### config.mk
export PLATFORM = sky130hd
export DESIGN_NAME = tlc_coder
export DESIGN_NICKNAME = d
export VERILOG_FILES = /design/src/rtl/tlc_pkg.sv /design/src/rtl/tlc_fifo_if.sv /design/src/rtl/tlc_fifo.sv /design/src/rtl/tlc_coder.sv
export SDC_FILE = /design/constraint.sdc
export NUM_CORES = 1
export LEC_CHECK = 0
export BUFFER_PORTS_ARGS = -buffer_cell sky130_fd_sc_hd__buf_2
export CAP_MARGIN = 10
export CELL_PAD_IN_SITES_DETAIL_PLACEMENT = 1
export CELL_PAD_IN_SITES_GLOBAL_PLACEMENT = 1
export CORE_MARGIN = 2
export CORE_UTILIZATION = 52
export DETAILED_ROUTE_END_ITERATION = 10
export PLACE_DENSITY = 0.82
export SYNTH_ARGS = -nofsm -noshare
export SYNTH_HDL_FRONTEND = slang
export SYNTH_HIERARCHICAL = 1
export SYNTH_SLANG_ARGS = --single-unit
### constraint.sdc
create_clock -name clk -period 5.62 [get_ports clk]
set_input_delay 0.562 -clock clk [delete_from_list [all_inputs] [get_ports clk]]
set_output_delay 0.562 -clock clk [all_outputs]
set_load 0.01 [all_outputs]
### src/rtl/tlc_pkg.sv
// Package for the transmit line coder with violation injection.
// Assumes a single 100 MHz clock domain and a synchronous active-low reset.
package tlc_pkg;
    localparam int TLC_CLK_MHZ = 100;
    localparam int TLC_DIV_RESET = 0;
    localparam int TLC_B8_RUN = 8;
    localparam int TLC_HD_RUN = 4;
    localparam int TLC_SYNC_STAGES = 3;
    localparam int TLC_FIFO_DEPTH = 4;
    localparam int TLC_FIFO_WIDTH = 8;
    localparam logic [1:0] TLC_POL_RESET = 2'h0;
    typedef enum logic [1:0] {
        TLC_MODE_AMI = 2'h0,
        TLC_MODE_B8 = 2'h1,
        TLC_MODE_HD = 2'h2
    } tlc_mode_t;
    typedef enum logic [2:0] {
        TLC_ST_IDLE = 3'h1,
        TLC_ST_ARMED = 3'h2,
        TLC_ST_DONE = 3'h4
    } tlc_inj_t;
endpackage

### src/rtl/tlc_fifo_if.sv
// Interface carrying parallel words from the system side into the coder.
// Assumes both ends run on the same clock.
`timescale 1ns/1ns
interface tlc_fifo_if #(parameter int W = 8);
    logic valid;
    logic ready;
    logic [W-1:0] data;
    modport src (output valid, output data, input ready);
    modport snk (input valid, input data, output ready);
endinterface

### src/rtl/tlc_fifo.sv
// Small synchronous FIFO between the system word bus and the serialiser.
// Assumes the same clock and reset on both sides.
`timescale 1ns/1ns
module tlc_fifo #(
    parameter int W = 8,
    parameter int D = 4
) (
    input wire logic clk, // Clock.
    input wire logic resetn, // Synchronous reset, active low.
    tlc_fifo_if.snk wr, // Filling side.
    tlc_fifo_if.src rd // Draining side.
);
    localparam int AW = $clog2(D);
    typedef struct packed {
        logic [AW-1:0] wp;
        logic [AW-1:0] rp;
        logic [AW:0] cnt;
    } tlc_fst_t;
    tlc_fst_t s_q, s_d;
    logic [W-1:0] mem [D];
    logic push, pop;
    assign wr.ready = (s_q.cnt != (AW+1)'(D));
    assign rd.valid = (s_q.cnt != '0);
    assign rd.data = mem[s_q.rp];
    assign push = wr.valid && wr.ready;
    assign pop = rd.valid && rd.ready;
    always_comb begin
        s_d = s_q;
        if (push) begin
            s_d.wp = (s_q.wp == AW'(D-1)) ? '0 : AW'(s_q.wp + 1'b1);
        end
        if (pop) begin
            s_d.rp = (s_q.rp == AW'(D-1)) ? '0 : AW'(s_q.rp + 1'b1);
        end
        s_d.cnt = (AW+1)'(s_q.cnt + push - pop);
    end
    always_ff @(posedge clk) begin
        if (!resetn) begin
            s_q <= '0;
        end else begin
            s_q <= s_d;
        end
        if (push) begin
            mem[s_q.wp] <= wr.data;
        end
    end
endmodule

### src/rtl/tlc_coder.sv
// Transmit line coder: system words in, dual-rail bipolar pulses out.
// Assumes line_bit_en pulses once per line bit and the inject bit is asynchronous.
`timescale 1ns/1ns
module tlc_coder
    import tlc_pkg::*;
#(
    parameter int W = tlc_pkg::TLC_FIFO_WIDTH,
    parameter int D = tlc_pkg::TLC_FIFO_DEPTH
) (
    input wire logic clk, // 100 MHz clock.
    input wire logic resetn, // Synchronous reset, active low.
    input wire logic line_bit_en, // One-cycle pulse per line bit.
    input wire tlc_pkg::tlc_mode_t line_mode, // Line code select.
    input wire logic inject_bit, // Violation inject control, async.
    input wire logic [W-1:0] sys_word, // Parallel word from system bus.
    input wire logic sys_valid, // Word present.
    output logic sys_ready, // FIFO can take a word.
    output logic tx_positive_rail, // Positive pulse toward line.
    output logic tx_negative_rail, // Negative pulse toward line.
    output logic violation_inject_request // Pending one-shot request.
);
    import tlc_pkg::*;
    localparam int BW = $clog2(W);
    // The 8-bit pipe holds the delayed unipolar bits so substitution can
    // rewrite a zero run once it completes.
    typedef struct packed {
        logic [TLC_SYNC_STAGES-1:0] sync;
        logic lvl;
        tlc_inj_t inj;
        logic [W-1:0] shreg;
        logic [BW-1:0] bcnt;
        logic have;
        logic [7:0] pipe;
        logic [7:0] sub;
        logic [7:0] drop;
        logic [3:0] zrun;
        logic last_mark;
        logic last_viol;
        logic odd;
        logic pos;
        logic neg;
    } tlc_st_t;
    tlc_st_t s_q, s_d;
    tlc_fifo_if #(.W(W)) in_if ();
    tlc_fifo_if #(.W(W)) out_if ();
    logic cur_bit;
    logic [7:0] pipe_n;
    logic sig_b8, sig_hd, arm, inj_done, b, s, dr, p;
    assign in_if.valid = sys_valid;
    assign in_if.data = sys_word;
    assign sys_ready = in_if.ready;
    tlc_fifo #(.W(W), .D(D)) u_fifo (
        .clk(clk),
        .resetn(resetn),
        .wr(in_if),
        .rd(out_if)
    );
    // Words are pulled only when the serialiser is empty, so a stalled
    // line lets the FIFO fill and push back on the system side.
    assign out_if.ready = !s_q.have;
    assign cur_bit = s_q.shreg[W-1];
    assign arm = (s_q.inj == TLC_ST_ARMED);
    assign violation_inject_request = arm;
    assign tx_positive_rail = s_q.pos;
    assign tx_negative_rail = s_q.neg;
    always_comb begin
        s_d = s_q;
        inj_done = 1'b0;
        pipe_n = {s_q.pipe[6:0], cur_bit};
        sig_b8 = 1'b0;
        sig_hd = 1'b0;
        b = 1'b0;
        s = 1'b0;
        dr = 1'b0;
        p = 1'b0;
        s_d.sync = {s_q.sync[TLC_SYNC_STAGES-2:0], inject_bit};
        // The level counts only once the last two stages agree.
        if (s_q.sync[2] == s_q.sync[1]) begin
            s_d.lvl = s_q.sync[2];
        end
        if (!s_d.have && out_if.valid) begin
            s_d.have = 1'b1;
            s_d.shreg = out_if.data;
            s_d.bcnt = '0;
        end
        if (line_bit_en && s_q.have) begin
            s_d.shreg = {s_q.shreg[W-2:0], 1'b0};
            s_d.bcnt = BW'(s_q.bcnt + 1'b1);
            if (s_q.bcnt == BW'(W-1)) begin
                s_d.have = 1'b0;
            end
            s_d.sub = {s_q.sub[6:0], 1'b0};
            s_d.drop = {s_q.drop[6:0], 1'b0};
            s_d.pipe = pipe_n;
            s_d.zrun = cur_bit ? 4'h0 : 4'(s_q.zrun + 1'b1);
            // Mark parity is kept on the input side, because the pipe still
            // holds marks that have not reached the line yet.
            s_d.odd = s_q.odd ^ cur_bit;
            if (line_mode == TLC_MODE_B8 && !cur_bit
                && s_q.zrun == 4'(TLC_B8_RUN-1)) begin
                sig_b8 = 1'b1;
                s_d.zrun = 4'h0;
                // Bits 000VB0VB; slot 4 is the first violation.
                s_d.pipe = 8'h1B;
                // Only the two violation slots are marked.
                s_d.sub = 8'h12;
                if (arm) begin
                    s_d.drop = 8'h10;
                    inj_done = 1'b1;
                end
            end
            if (line_mode == TLC_MODE_HD && !cur_bit
                && s_q.zrun == 4'(TLC_HD_RUN-1)) begin
                sig_hd = 1'b1;
                s_d.zrun = 4'h0;
                // Even mark count since last violation: B00V, else 000V.
                s_d.pipe = {s_q.pipe[6:3], !s_q.odd, 3'h1};
                s_d.sub = {s_q.sub[6:3], 4'h1};
                s_d.odd = 1'b0;
                if (arm) begin
                    // Omitting the balancing pulse repeats the polarity.
                    s_d.pipe = {s_q.pipe[6:3], 4'h1};
                    inj_done = 1'b1;
                end
            end
            b = s_d.pipe[7];
            s = s_d.sub[7];
            dr = s_d.drop[7];
            if (b) begin
                if (s) begin
                    // A substituted violation repeats the last pulse.
                    p = s_q.last_mark;
                end else if (line_mode == TLC_MODE_AMI && arm) begin
                    p = s_q.last_mark;
                    inj_done = 1'b1;
                end else begin
                    p = !s_q.last_mark;
                end
                if (dr) begin
                    // A dropped pulse leaves the polarity memory alone.
                    s_d.pos = 1'b0;
                    s_d.neg = 1'b0;
                end else begin
                    s_d.pos = p;
                    s_d.neg = !p;
                    s_d.last_mark = p;
                end
            end else begin
                s_d.pos = 1'b0;
                s_d.neg = 1'b0;
            end
        end else if (line_bit_en) begin
            // Underrun sends spaces and holds the pipe, so a stalled system
            // side never repeats the last pulse on the line.
            s_d.pos = 1'b0;
            s_d.neg = 1'b0;
        end
        case (s_q.inj)
            TLC_ST_IDLE: begin
                if (s_q.sync[2] && s_q.sync[1] && !s_q.lvl) begin
                    s_d.inj = TLC_ST_ARMED;
                end
            end
            TLC_ST_ARMED: begin
                if (inj_done) begin
                    s_d.inj = TLC_ST_DONE;
                end
            end
            TLC_ST_DONE: begin
                if (!s_q.sync[2] && !s_q.sync[1]) begin
                    s_d.inj = TLC_ST_IDLE;
                end
            end
            default: s_d.inj = TLC_ST_IDLE;
        endcase
    end
    always_ff @(posedge clk) begin
        if (!resetn) begin
            s_q <= '0;
            s_q.inj <= TLC_ST_IDLE;
        end else begin
            s_q <= s_d;
        end
    end
endmodule

==> results of run 1 <==
## flip-flops by register name (all words and copies together) (netlist names), named ones only
| signal | count |
|---|---|
| s_q | 32 |
| u_fifo/s_q | 7 |
| u_fifo/mem | 32 |
| cur_bit | 1 |
| pipe_n | 7 |
| s_d | 2 |
| tx_negative_rail | 1 |
| tx_positive_rail | 1 |
## area by class of cell
type,count,area share
clock inverter,7,0.0200
inverter,12,0.0116
sequential,85,0.521
tap,80,0.0258
timing repair buffer,19,0.0251
multi-input combinational,202,0.365
clock buffer,9,0.0319
## metrics by stage
step	hold WS [ns]	total power (uW)	setup slack, ns
2_1_floorplan	0.412	1030	3.25
3_3_place_gp	0.422	1090	3.01
3_5_place_dp	0.425	1120	2.92
4_1_cts	0.388	1540	3.11
5_1_grt	0.391	1620	2.85
6_report	0.405	1530	3.14
## power breakdown
part | internal, uW | switching [uW]
logic | 140 | 169
registers | 719 | 71.2
clock network | 176 | 251
## cell usage after synthesis, types with 2 or more instances
| cell | n |
|---|---|
| dfxtp_1 | 53 |
| nand2_1 | 37 |
| a21oi_1 | 32 |
| edfxtp_1 | 32 |
| nand3_1 | 16 |
| nor2_1 | 15 |
| ha_1 | 12 |
| inv_1 | 11 |
| clkbuf_1 | 10 |
| a22oi_1 | 9 |
| o21ai_0 | 9 |
| mux4_2 | 8 |
| and2_1 | 6 |
| nand3b_1 | 5 |
| buf_2 | 4 |
| nor3_1 | 4 |
| a31oi_1 | 3 |
| and3_1 | 3 |
| mux2i_1 | 3 |
| and3_2 | 2 |
| nor2b_1 | 2 |
| nor3b_2 | 2 |
| o211ai_1 | 2 |
| o21ai_1 | 2 |
| o22ai_1 | 2 |
| xnor2_1 | 2 |
## layer usage
metal | vias to the layer above | GRT usage | part of all wire
met1 | 1225 | 0.264 | 0.44
met2 | 30 | 0.364 | 0.52
met5 | - | 0 | 0
li1 | 1171 | - | -
met3 | 11 | 0.0448 | 0.025
met4 | 0 | 0.0810 | 0.016
## critical path: stages, from the launching register on
cell	delay, ns
dfxtp_1	0.39
or3b_1	0.49
and2_4	0.21
inv_1	0.05
ha_1	0.22
inv_1	0.05
ha_1	0.13
inv_1	0.04
fa_1	0.37
xnor2_1	0.15
xnor2_1	0.12
and2_1	0.16
## path summary, 6_finish.rpt
path,start,end,slack (ns),depth (start not counted)
setup reg to reg,u_fifo/s_q[1],u_fifo/s_q[2],3.14,11
hold / removal,sys_word[2],u_fifo/mem[0][2],0.40,1
setup / recovery,u_fifo/s_q[1],u_fifo/s_q[2],3.14,11
hold reg to reg,s_d[50],s_d[51],0.44,1
## cell families (layout without fill, tap and decap cells)
family | after synthesis | in the layout | share of synthesized area
XOR/XNOR | 2 | 2 | 0.00493
multiplexers | 12 | 12 | 0.0623
AND/OR/NAND/NOR | 107 | 107 | 0.162
buffers and inverters | 28 | 47 | 0.0331
flip-flops | 85 | 85 | 0.568
adder cells (fa/ha/maj) | 13 | 13 | 0.0478
AO/OA/AOI/OAI | 68 | 68 | 0.122
==> results.yml, run 1 <==
die:
  io_pins: 19
  fp.dieW_um: 86.7
  die-area_um2: 7520
  start_util: 0.529
  std_cell_rows: 30
  die_h_um: 86.7
  fp.coreArea_um2: 6720
hold_path:
  hp-class: "in2reg"
clock_network:
  cts_hold_buf: 0
  root_buffer: "clkbuf_8"
  clk_path_buf_depth: 2
  clkTransAtPathRegs_ns: 0.10
  cts_max_level: 3
  ctsResizeCount: 0
  cts_tree: "built"
  cts_num_sinks: 85
  cts_made_buffers: 9
  clk_latency_ns: 0.36
  cts_setup_buffers: 0
layout:
  ff_latch_area_um2: 2020
  final_common_cell: "dfxtp_1"
  syn_to_final_growth_pct: 9.18
  fillers: 711
  nets: 357
  antenna_cells: 0
  final_cell_area_um2: 3880
  final_cell_mix: "53 x dfxtp_1, 37 x nand2_1, 32 x a21oi_1, 32 x edfxtp_1, 18 x buf_2"
  multiInputGateArea_um2: 1420
  final_layout_size_suffix_gt1_frac: 0.174
  fin_util: 0.578
  finalNonFillerCells: 414
grt:
  antenna_found_initial: 0
  grt_first_pass_wirelength_mm: 12.2
  grt_start_max_net_pins: 36
  grt_use_total: 0.212
  grt_overflow: 0
  grt_pass1_vias: 2562
yosys:
  ys_seq_elements: 85
  ys.flop_type: "dfxtp_1"
  synth_warnings: 6
  avgSynthCellArea_um2: 11.3
  synth_top_area_share: 0.298
  synth_edf_count: 32
  synthCells: 315
  synth_top_area_cell: "dfxtp_1"
  syn_nets: 343
  synth_area_leaders: "dfxtp_1 30%, edfxtp_1 27%, mux4_2 5.1%"
  seq_area_frac_synth: 0.568
  async_flop_share: 0
  synth_area_um2: 3560
  synth_cell_types: 55
sta:
  max_slew.worst_pin.slew_ns: 0.965
  post-route-min-period_ns: 2.48
  clock_skew_ns: 0.00892
  hold_violations: 0
  relSlewSlack: 0.353
  rsz0062_at_grt: "false"
  drv_slew: 0
  period_share: 0.442
  finalSetupViolations: 0
  clock.fmax_mhz: 403
  tns_ns: 0
pwr:
  power_density_nw_per_um2: 393
  p_leak_uw: 0.00138
  peakVddDrop_v: 0.000229
route:
  viasPerCell: 5.89
  vias: 2437
  antenna_left: 0
  route.detailed.drc: 0
  drt_pass1_iterations: 4
  drtIter0Drc: 145
  wl_mm: 7.21
  wire_per_inst_um: 17.4
worst_setup_path:
  arrival_ns: 2.74
  worstPathMaxFanout: 7
  required_ns: 5.88
  crit_path_start_kind: "flip-flop"
  criticalPathCategory: "reg2reg"
  endpoint_kind: "flip-flop"
placement:
  dp_hpwl_mm: 4.89
  placed_area_um2: 3680
  placed_cells: 398
  portBuffers: 18
  gp_congestion: 0.735
run:
  max_cap_viol_count: 0
outcome:
  status: "finished, final reports clean"
Power figures use the tool's default switching activity.
==> inputs of run 2 (changes only) <==
CORE_UTILIZATION = 44   (was 52)
PLACE_DENSITY = 0.74   (was 0.82)
clock period = 2.1 ns   (was 5.62 ns; I/O delays follow)
==> run 2 against run 1 <==
Effect of this change:
- the flow now finishes with violations (negative setup slack)
- worst setup slack got worse by 3.2 ns
- highest routed layer unchanged
- core utilization is 5.0 points lower
- routed wire length increased by 6.6%
- maximum frequency is 13% higher
- clock skew grew 0.0058 ns
- hold slack worse by 0.35 ns
- final cell count is 9.9% higher
==> results.yml, run 2 (synthesis gave the netlist of run 1 again) <==
grt:
  grt_first_pass_wirelength_mm: 12.8
  grt_start_max_net_pins: 26
  antenna_found_initial: 0
  grt_use_total: 0.192
  grt_pass1_vias: 2654
  grt_overflow: 0
clock_network:
  clk_latency_ns: 0.36
  cts_max_level: 3
  clk_path_buf_depth: 2
  cts_made_buffers: 9
  clkTransAtPathRegs_ns: 0.08
  root_buffer: "clkbuf_8"
  cts_hold_buf: 0
  cts_num_sinks: 85
  cts_tree: "built"
layout:
  final_common_cell: "dfxtp_1"
  final_cell_area_um2: 4100
  ff_latch_area_um2: 2030
  multiInputGateArea_um2: 1460
  finalNonFillerCells: 455
  final_cell_mix: "50 x dfxtp_1, 37 x nand2_1, 32 x a21oi_1, 32 x edfxtp_1, 20 x buf_4"
  reg.largest.list: "s_q: 32 flops, u_fifo/mem: 32 flops"
  fillers: 855
  antenna_cells: 0
  final_layout_size_suffix_gt1_frac: 0.252
  syn_to_final_growth_pct: 15.3
  nets: 376
sta:
  rsz0062_at_grt: "true"
  fin_ws_ns: -0.0888
  max_slew.worst_pin.slew_ns: 0.526
  post-route-min-period_ns: 2.19
  fin_hold_ws_ns: 0.0590
  hold_violations: 0
  relSlewSlack: 0.648
  clock.fmax_mhz: 457
  finalSetupViolations: 1
  clock_skew_ns: 0.0147
  drv_slew: 0
  period_share: 1.04
die:
  io_pins: 19
  std_cell_rows: 32
  die-area_um2: 8820
  fp.coreArea_um2: 7770
  start_util: 0.458
  die_h_um: 93.9
  fp.dieW_um: 93.9
placement:
  dp_slack_ns: -0.104
  placed_area_um2: 3870
  placed_cells: 436
  portBuffers: 18
  dp_hpwl_mm: 5.38
  gp_congestion: 0.756
route:
  drt_pass1_iterations: 4
  route.detailed.drc: 0
  wl_mm: 7.69
  viasPerCell: 5.49
  antenna_left: 0
  drtIter0Drc: 121
  vias: 2499
  wire_per_inst_um: 16.9
worst_setup_path:
  arrival_ns: 2.44
  crit_path_start_kind: "flip-flop"
  endpoint_kind: "flip-flop"
  criticalPathCategory: "reg2reg"
  required_ns: 2.35
  worstPathMaxFanout: 3
hold_path:
  hp-class: "in2reg"
pwr:
  p_leak_uw: 0.00148
  power_density_nw_per_um2: 1060
  peakVddDrop_v: 0.000553
outcome:
  violations: "negative setup slack"
  status: "finished with violations"
run:
  max_cap_viol_count: 0
-- run 2: power by group --
group | total [uW] | switching (uW) | internal [uW]
logic | 1100 | 563 | 541
registers | 2080 | 151 | 1930
clock network | 1180 | 621 | 563
total | 4370 | 1330 | 3030
-- run 2: worst max-delay path, stage by stage (launching register included) --
cell     delay (ns)
dfxtp_2        0.36
or3b_4         0.38
and2_4         0.15
inv_2          0.06
ha_4           0.19
inv_2          0.06
ha_4           0.11
inv_2          0.03
fa_2           0.34
xnor2_2        0.14
xnor2_1        0.11
and2_1         0.15
-- run 2: layout make-up --
cell class / count / area share
clock buffer: 9 / 0.0302
sequential: 85 / 0.494
tap: 102 / 0.0311
timing repair buffer: 38 / 0.0586
multi-input combinational: 202 / 0.356
clock inverter: 7 / 0.0192
inverter: 12 / 0.0110
-- run 2: through the flow --
step | power (uW) | setup TNS (ns) | utilization
global placement | 3110 | -0.0697 | 0.498
floorplan | 2830 | -0.184 | -
detailed placement | 3180 | -0.104 | 0.498
CTS | 4410 | -0.0928 | 0.528
global route | 4620 | -0.166 | 0.528
finish | 4370 | -0.0888 | 0.528
-- run 2: per-layer routing --
metal	track usage	wire length, um	vias up
met4	0.0857	139	0
li1	-	-	1207
met1	0.230	3450	1246
met3	0.0337	179	14
met2	0.336	3920	32
met5	0	0	-
-- run 2: worst paths after layout --
kind / startpoint / end / slack (ns) / cells after the start
setup / recovery: u_fifo/s_q[2] / u_fifo/s_q[2] / -0.09 / 11
hold / removal: inject_bit / s_d[50] / 0.06 / 2
setup reg to reg: u_fifo/s_q[2] / u_fifo/s_q[2] / -0.09 / 11
hold reg to reg: s_d[50] / s_d[51] / 0.44 / 1
-- run 2: what timing repair did --
action	in CTS	in global routing
pin swaps	3	0
setup buffers	3	0
endpoints found under the setup margin	1	1
gates resized for setup	2	0
==> inputs of run 3 (changes only) <==
RECOVER_POWER = 100   (was unset)
==> run 3 against run 2 <==
Effect of this change:
- the flow still finishes with violations (negative setup slack)
- routed wire length is 0.48% lower
- die area stayed put
- via count is 0.16% higher
- global-route usage stayed put
- first-iteration DRC count is 13% lower
- hold slack hardly changed
- register-to-register slack hardly changed
- sequential cell count stayed put
==> results.yml, run 3 (synthesis gave the netlist of run 1 again) <==
outcome:
  status: "finished with violations"
  violations: "negative setup slack"
route:
  viasPerCell: 5.50
  drt_pass1_iterations: 4
  wl_mm: 7.66
  drtIter0Drc: 105
  route.detailed.drc: 0
  antenna_left: 0
  vias: 2503
  wire_per_inst_um: 16.8
worst_setup_path:
  arrival_ns: 2.43
  worstPathMaxFanout: 3
  crit_path_start_kind: "flip-flop"
  criticalPathCategory: "reg2reg"
  r2r_cells: 11
  endpoint_kind: "flip-flop"
  required_ns: 2.35
sta:
  fin_ws_ns: -0.0852
  relSlewSlack: 0.647
  tns_ns: -0.0852
  max_slew.worst_pin.slew_ns: 0.528
  period_share: 1.04
  clock.fmax_mhz: 458
  rsz0062_at_grt: "true"
  hold_violations: 0
  drv_slew: 0
  finalSetupViolations: 1
  post-route-min-period_ns: 2.19
  clock_skew_ns: 0.0148
hold_path:
  hp-class: "in2reg"
  holdPathStages: 2
layout:
  final_layout_size_suffix_gt1_frac: 0.221
  reg.largest.list: "s_q: 32 flops, u_fifo/mem: 32 flops"
  fillers: 859
  final_common_cell: "dfxtp_1"
  syn_to_final_growth_pct: 14.8
  antenna_cells: 0
  final_cell_mix: "50 x dfxtp_1, 37 x nand2_1, 32 x a21oi_1, 32 x edfxtp_1, 19 x buf_4"
  nets: 376
clock_network:
  clk_latency_ns: 0.36
  cts_made_buffers: 9
  clk_path_buf_depth: 2
  root_buffer: "clkbuf_8"
  cts_tree: "built"
  clkTransAtPathRegs_ns: 0.08
  cts_max_level: 3
  cts_num_sinks: 85
die:
  die-area_um2: 8820
  die_h_um: 93.9
  fp.coreArea_um2: 7770
  start_util: 0.458
  io_pins: 19
  fp.dieW_um: 93.9
  std_cell_rows: 32
grt:
  grt_start_max_net_pins: 26
  grt_overflow: 0
  grt_use_total: 0.192
  antenna_found_initial: 0
  grt_first_pass_wirelength_mm: 12.8
  grt_pass1_vias: 2654
pwr:
  p_leak_uw: 0.00145
  power_density_nw_per_um2: 1070
  peakVddDrop_v: 0.000553
  total_power_uw: 4350
placement:
  gp_congestion: 0.756
  dp_hpwl_mm: 5.38
  portBuffers: 18
run:
  max_cap_viol_count: 0
[run 3: changes by cell type in the layout (fill, tap and decap cells not counted)]
| cell | previous run | this run |
|---|---|---|
| and2_0 | 0 | 1 |
| and2_1 | 6 | 5 |
| buf_2 | 18 | 8 |
| buf_4 | 20 | 19 |
| clkbuf_1 | 0 | 11 |
[run 3: per-layer routing]
| metal | wire (um) | global-route usage | vias up | share of wire |
|---|---|---|---|---|
| li1 | - | - | 1206 | - |
| met1 | 3460 | 0.230 | 1251 | 0.45 |
| met2 | 3880 | 0.336 | 32 | 0.51 |
| met3 | 170 | 0.0337 | 14 | 0.022 |
| met4 | 141 | 0.0857 | 0 | 0.018 |
| met5 | 0 | 0 | - | 0 |
[run 3: metrics by stage]
stage	cell area [um^2]	setup slack [ns]	utilization	hold slack, ns	instances
finish	4090	-0.0852	0.526	0.0591	455
global route	4090	-0.166	0.526	0.0555	455
CTS	4100	-0.0928	0.528	0.0425	455
detailed placement	3870	-0.104	0.498	0.421	436
global placement	3870	-0.0697	0.498	0.415	436
floorplan	3600	-0.184	-	0.309	315
[run 3: cell type report]
class | instances | area [um^2] | area share
inverters | 12 | 45.0 | 0.0110
clock buffers | 9 | 124 | 0.0303
multi-input cells | 202 | 1460 | 0.357
flip-flops and latches | 85 | 2030 | 0.496
clock inverters | 7 | 78.8 | 0.0193
well taps | 102 | 128 | 0.0312
repair buffers | 38 | 224 | 0.0548
[run 3: power by group]
group / leakage (uW) / switching (uW) / internal (uW)
logic: 0.000620 / 563 / 530
clock network: 0.000101 / 620 / 563
registers: 0.000725 / 149 / 1930
total: 0.00145 / 1330 / 3020
[run 3: path summary, 6_finish.rpt]
path	start	endpoint	slack, ns
max	u_fifo/s_q[2]	u_fifo/s_q[2]	-0.09
min	inject_bit	s_d[50]	0.06
max reg2reg	u_fifo/s_q[2]	u_fifo/s_q[2]	-0.09
min reg2reg	s_d[50]	s_d[51]	0.45
[run 3: worst max-delay path, cell delays in order, from the launching register on]
cell and delay (ns):
dfxtp_2 0.36, or3b_4 0.38, and2_4 0.15, inv_2 0.05, ha_4 0.19, inv_2 0.06
ha_4 0.11, inv_2 0.03, fa_2 0.34, xnor2_2 0.14, xnor2_1 0.11, and2_1 0.15
[run 3: timing repair]
action	CTS	global route
pin swaps	3	0
setup endpoints to repair	1	1
hold buffers	0	0
setup buffers	3	0
resized for setup	2	0
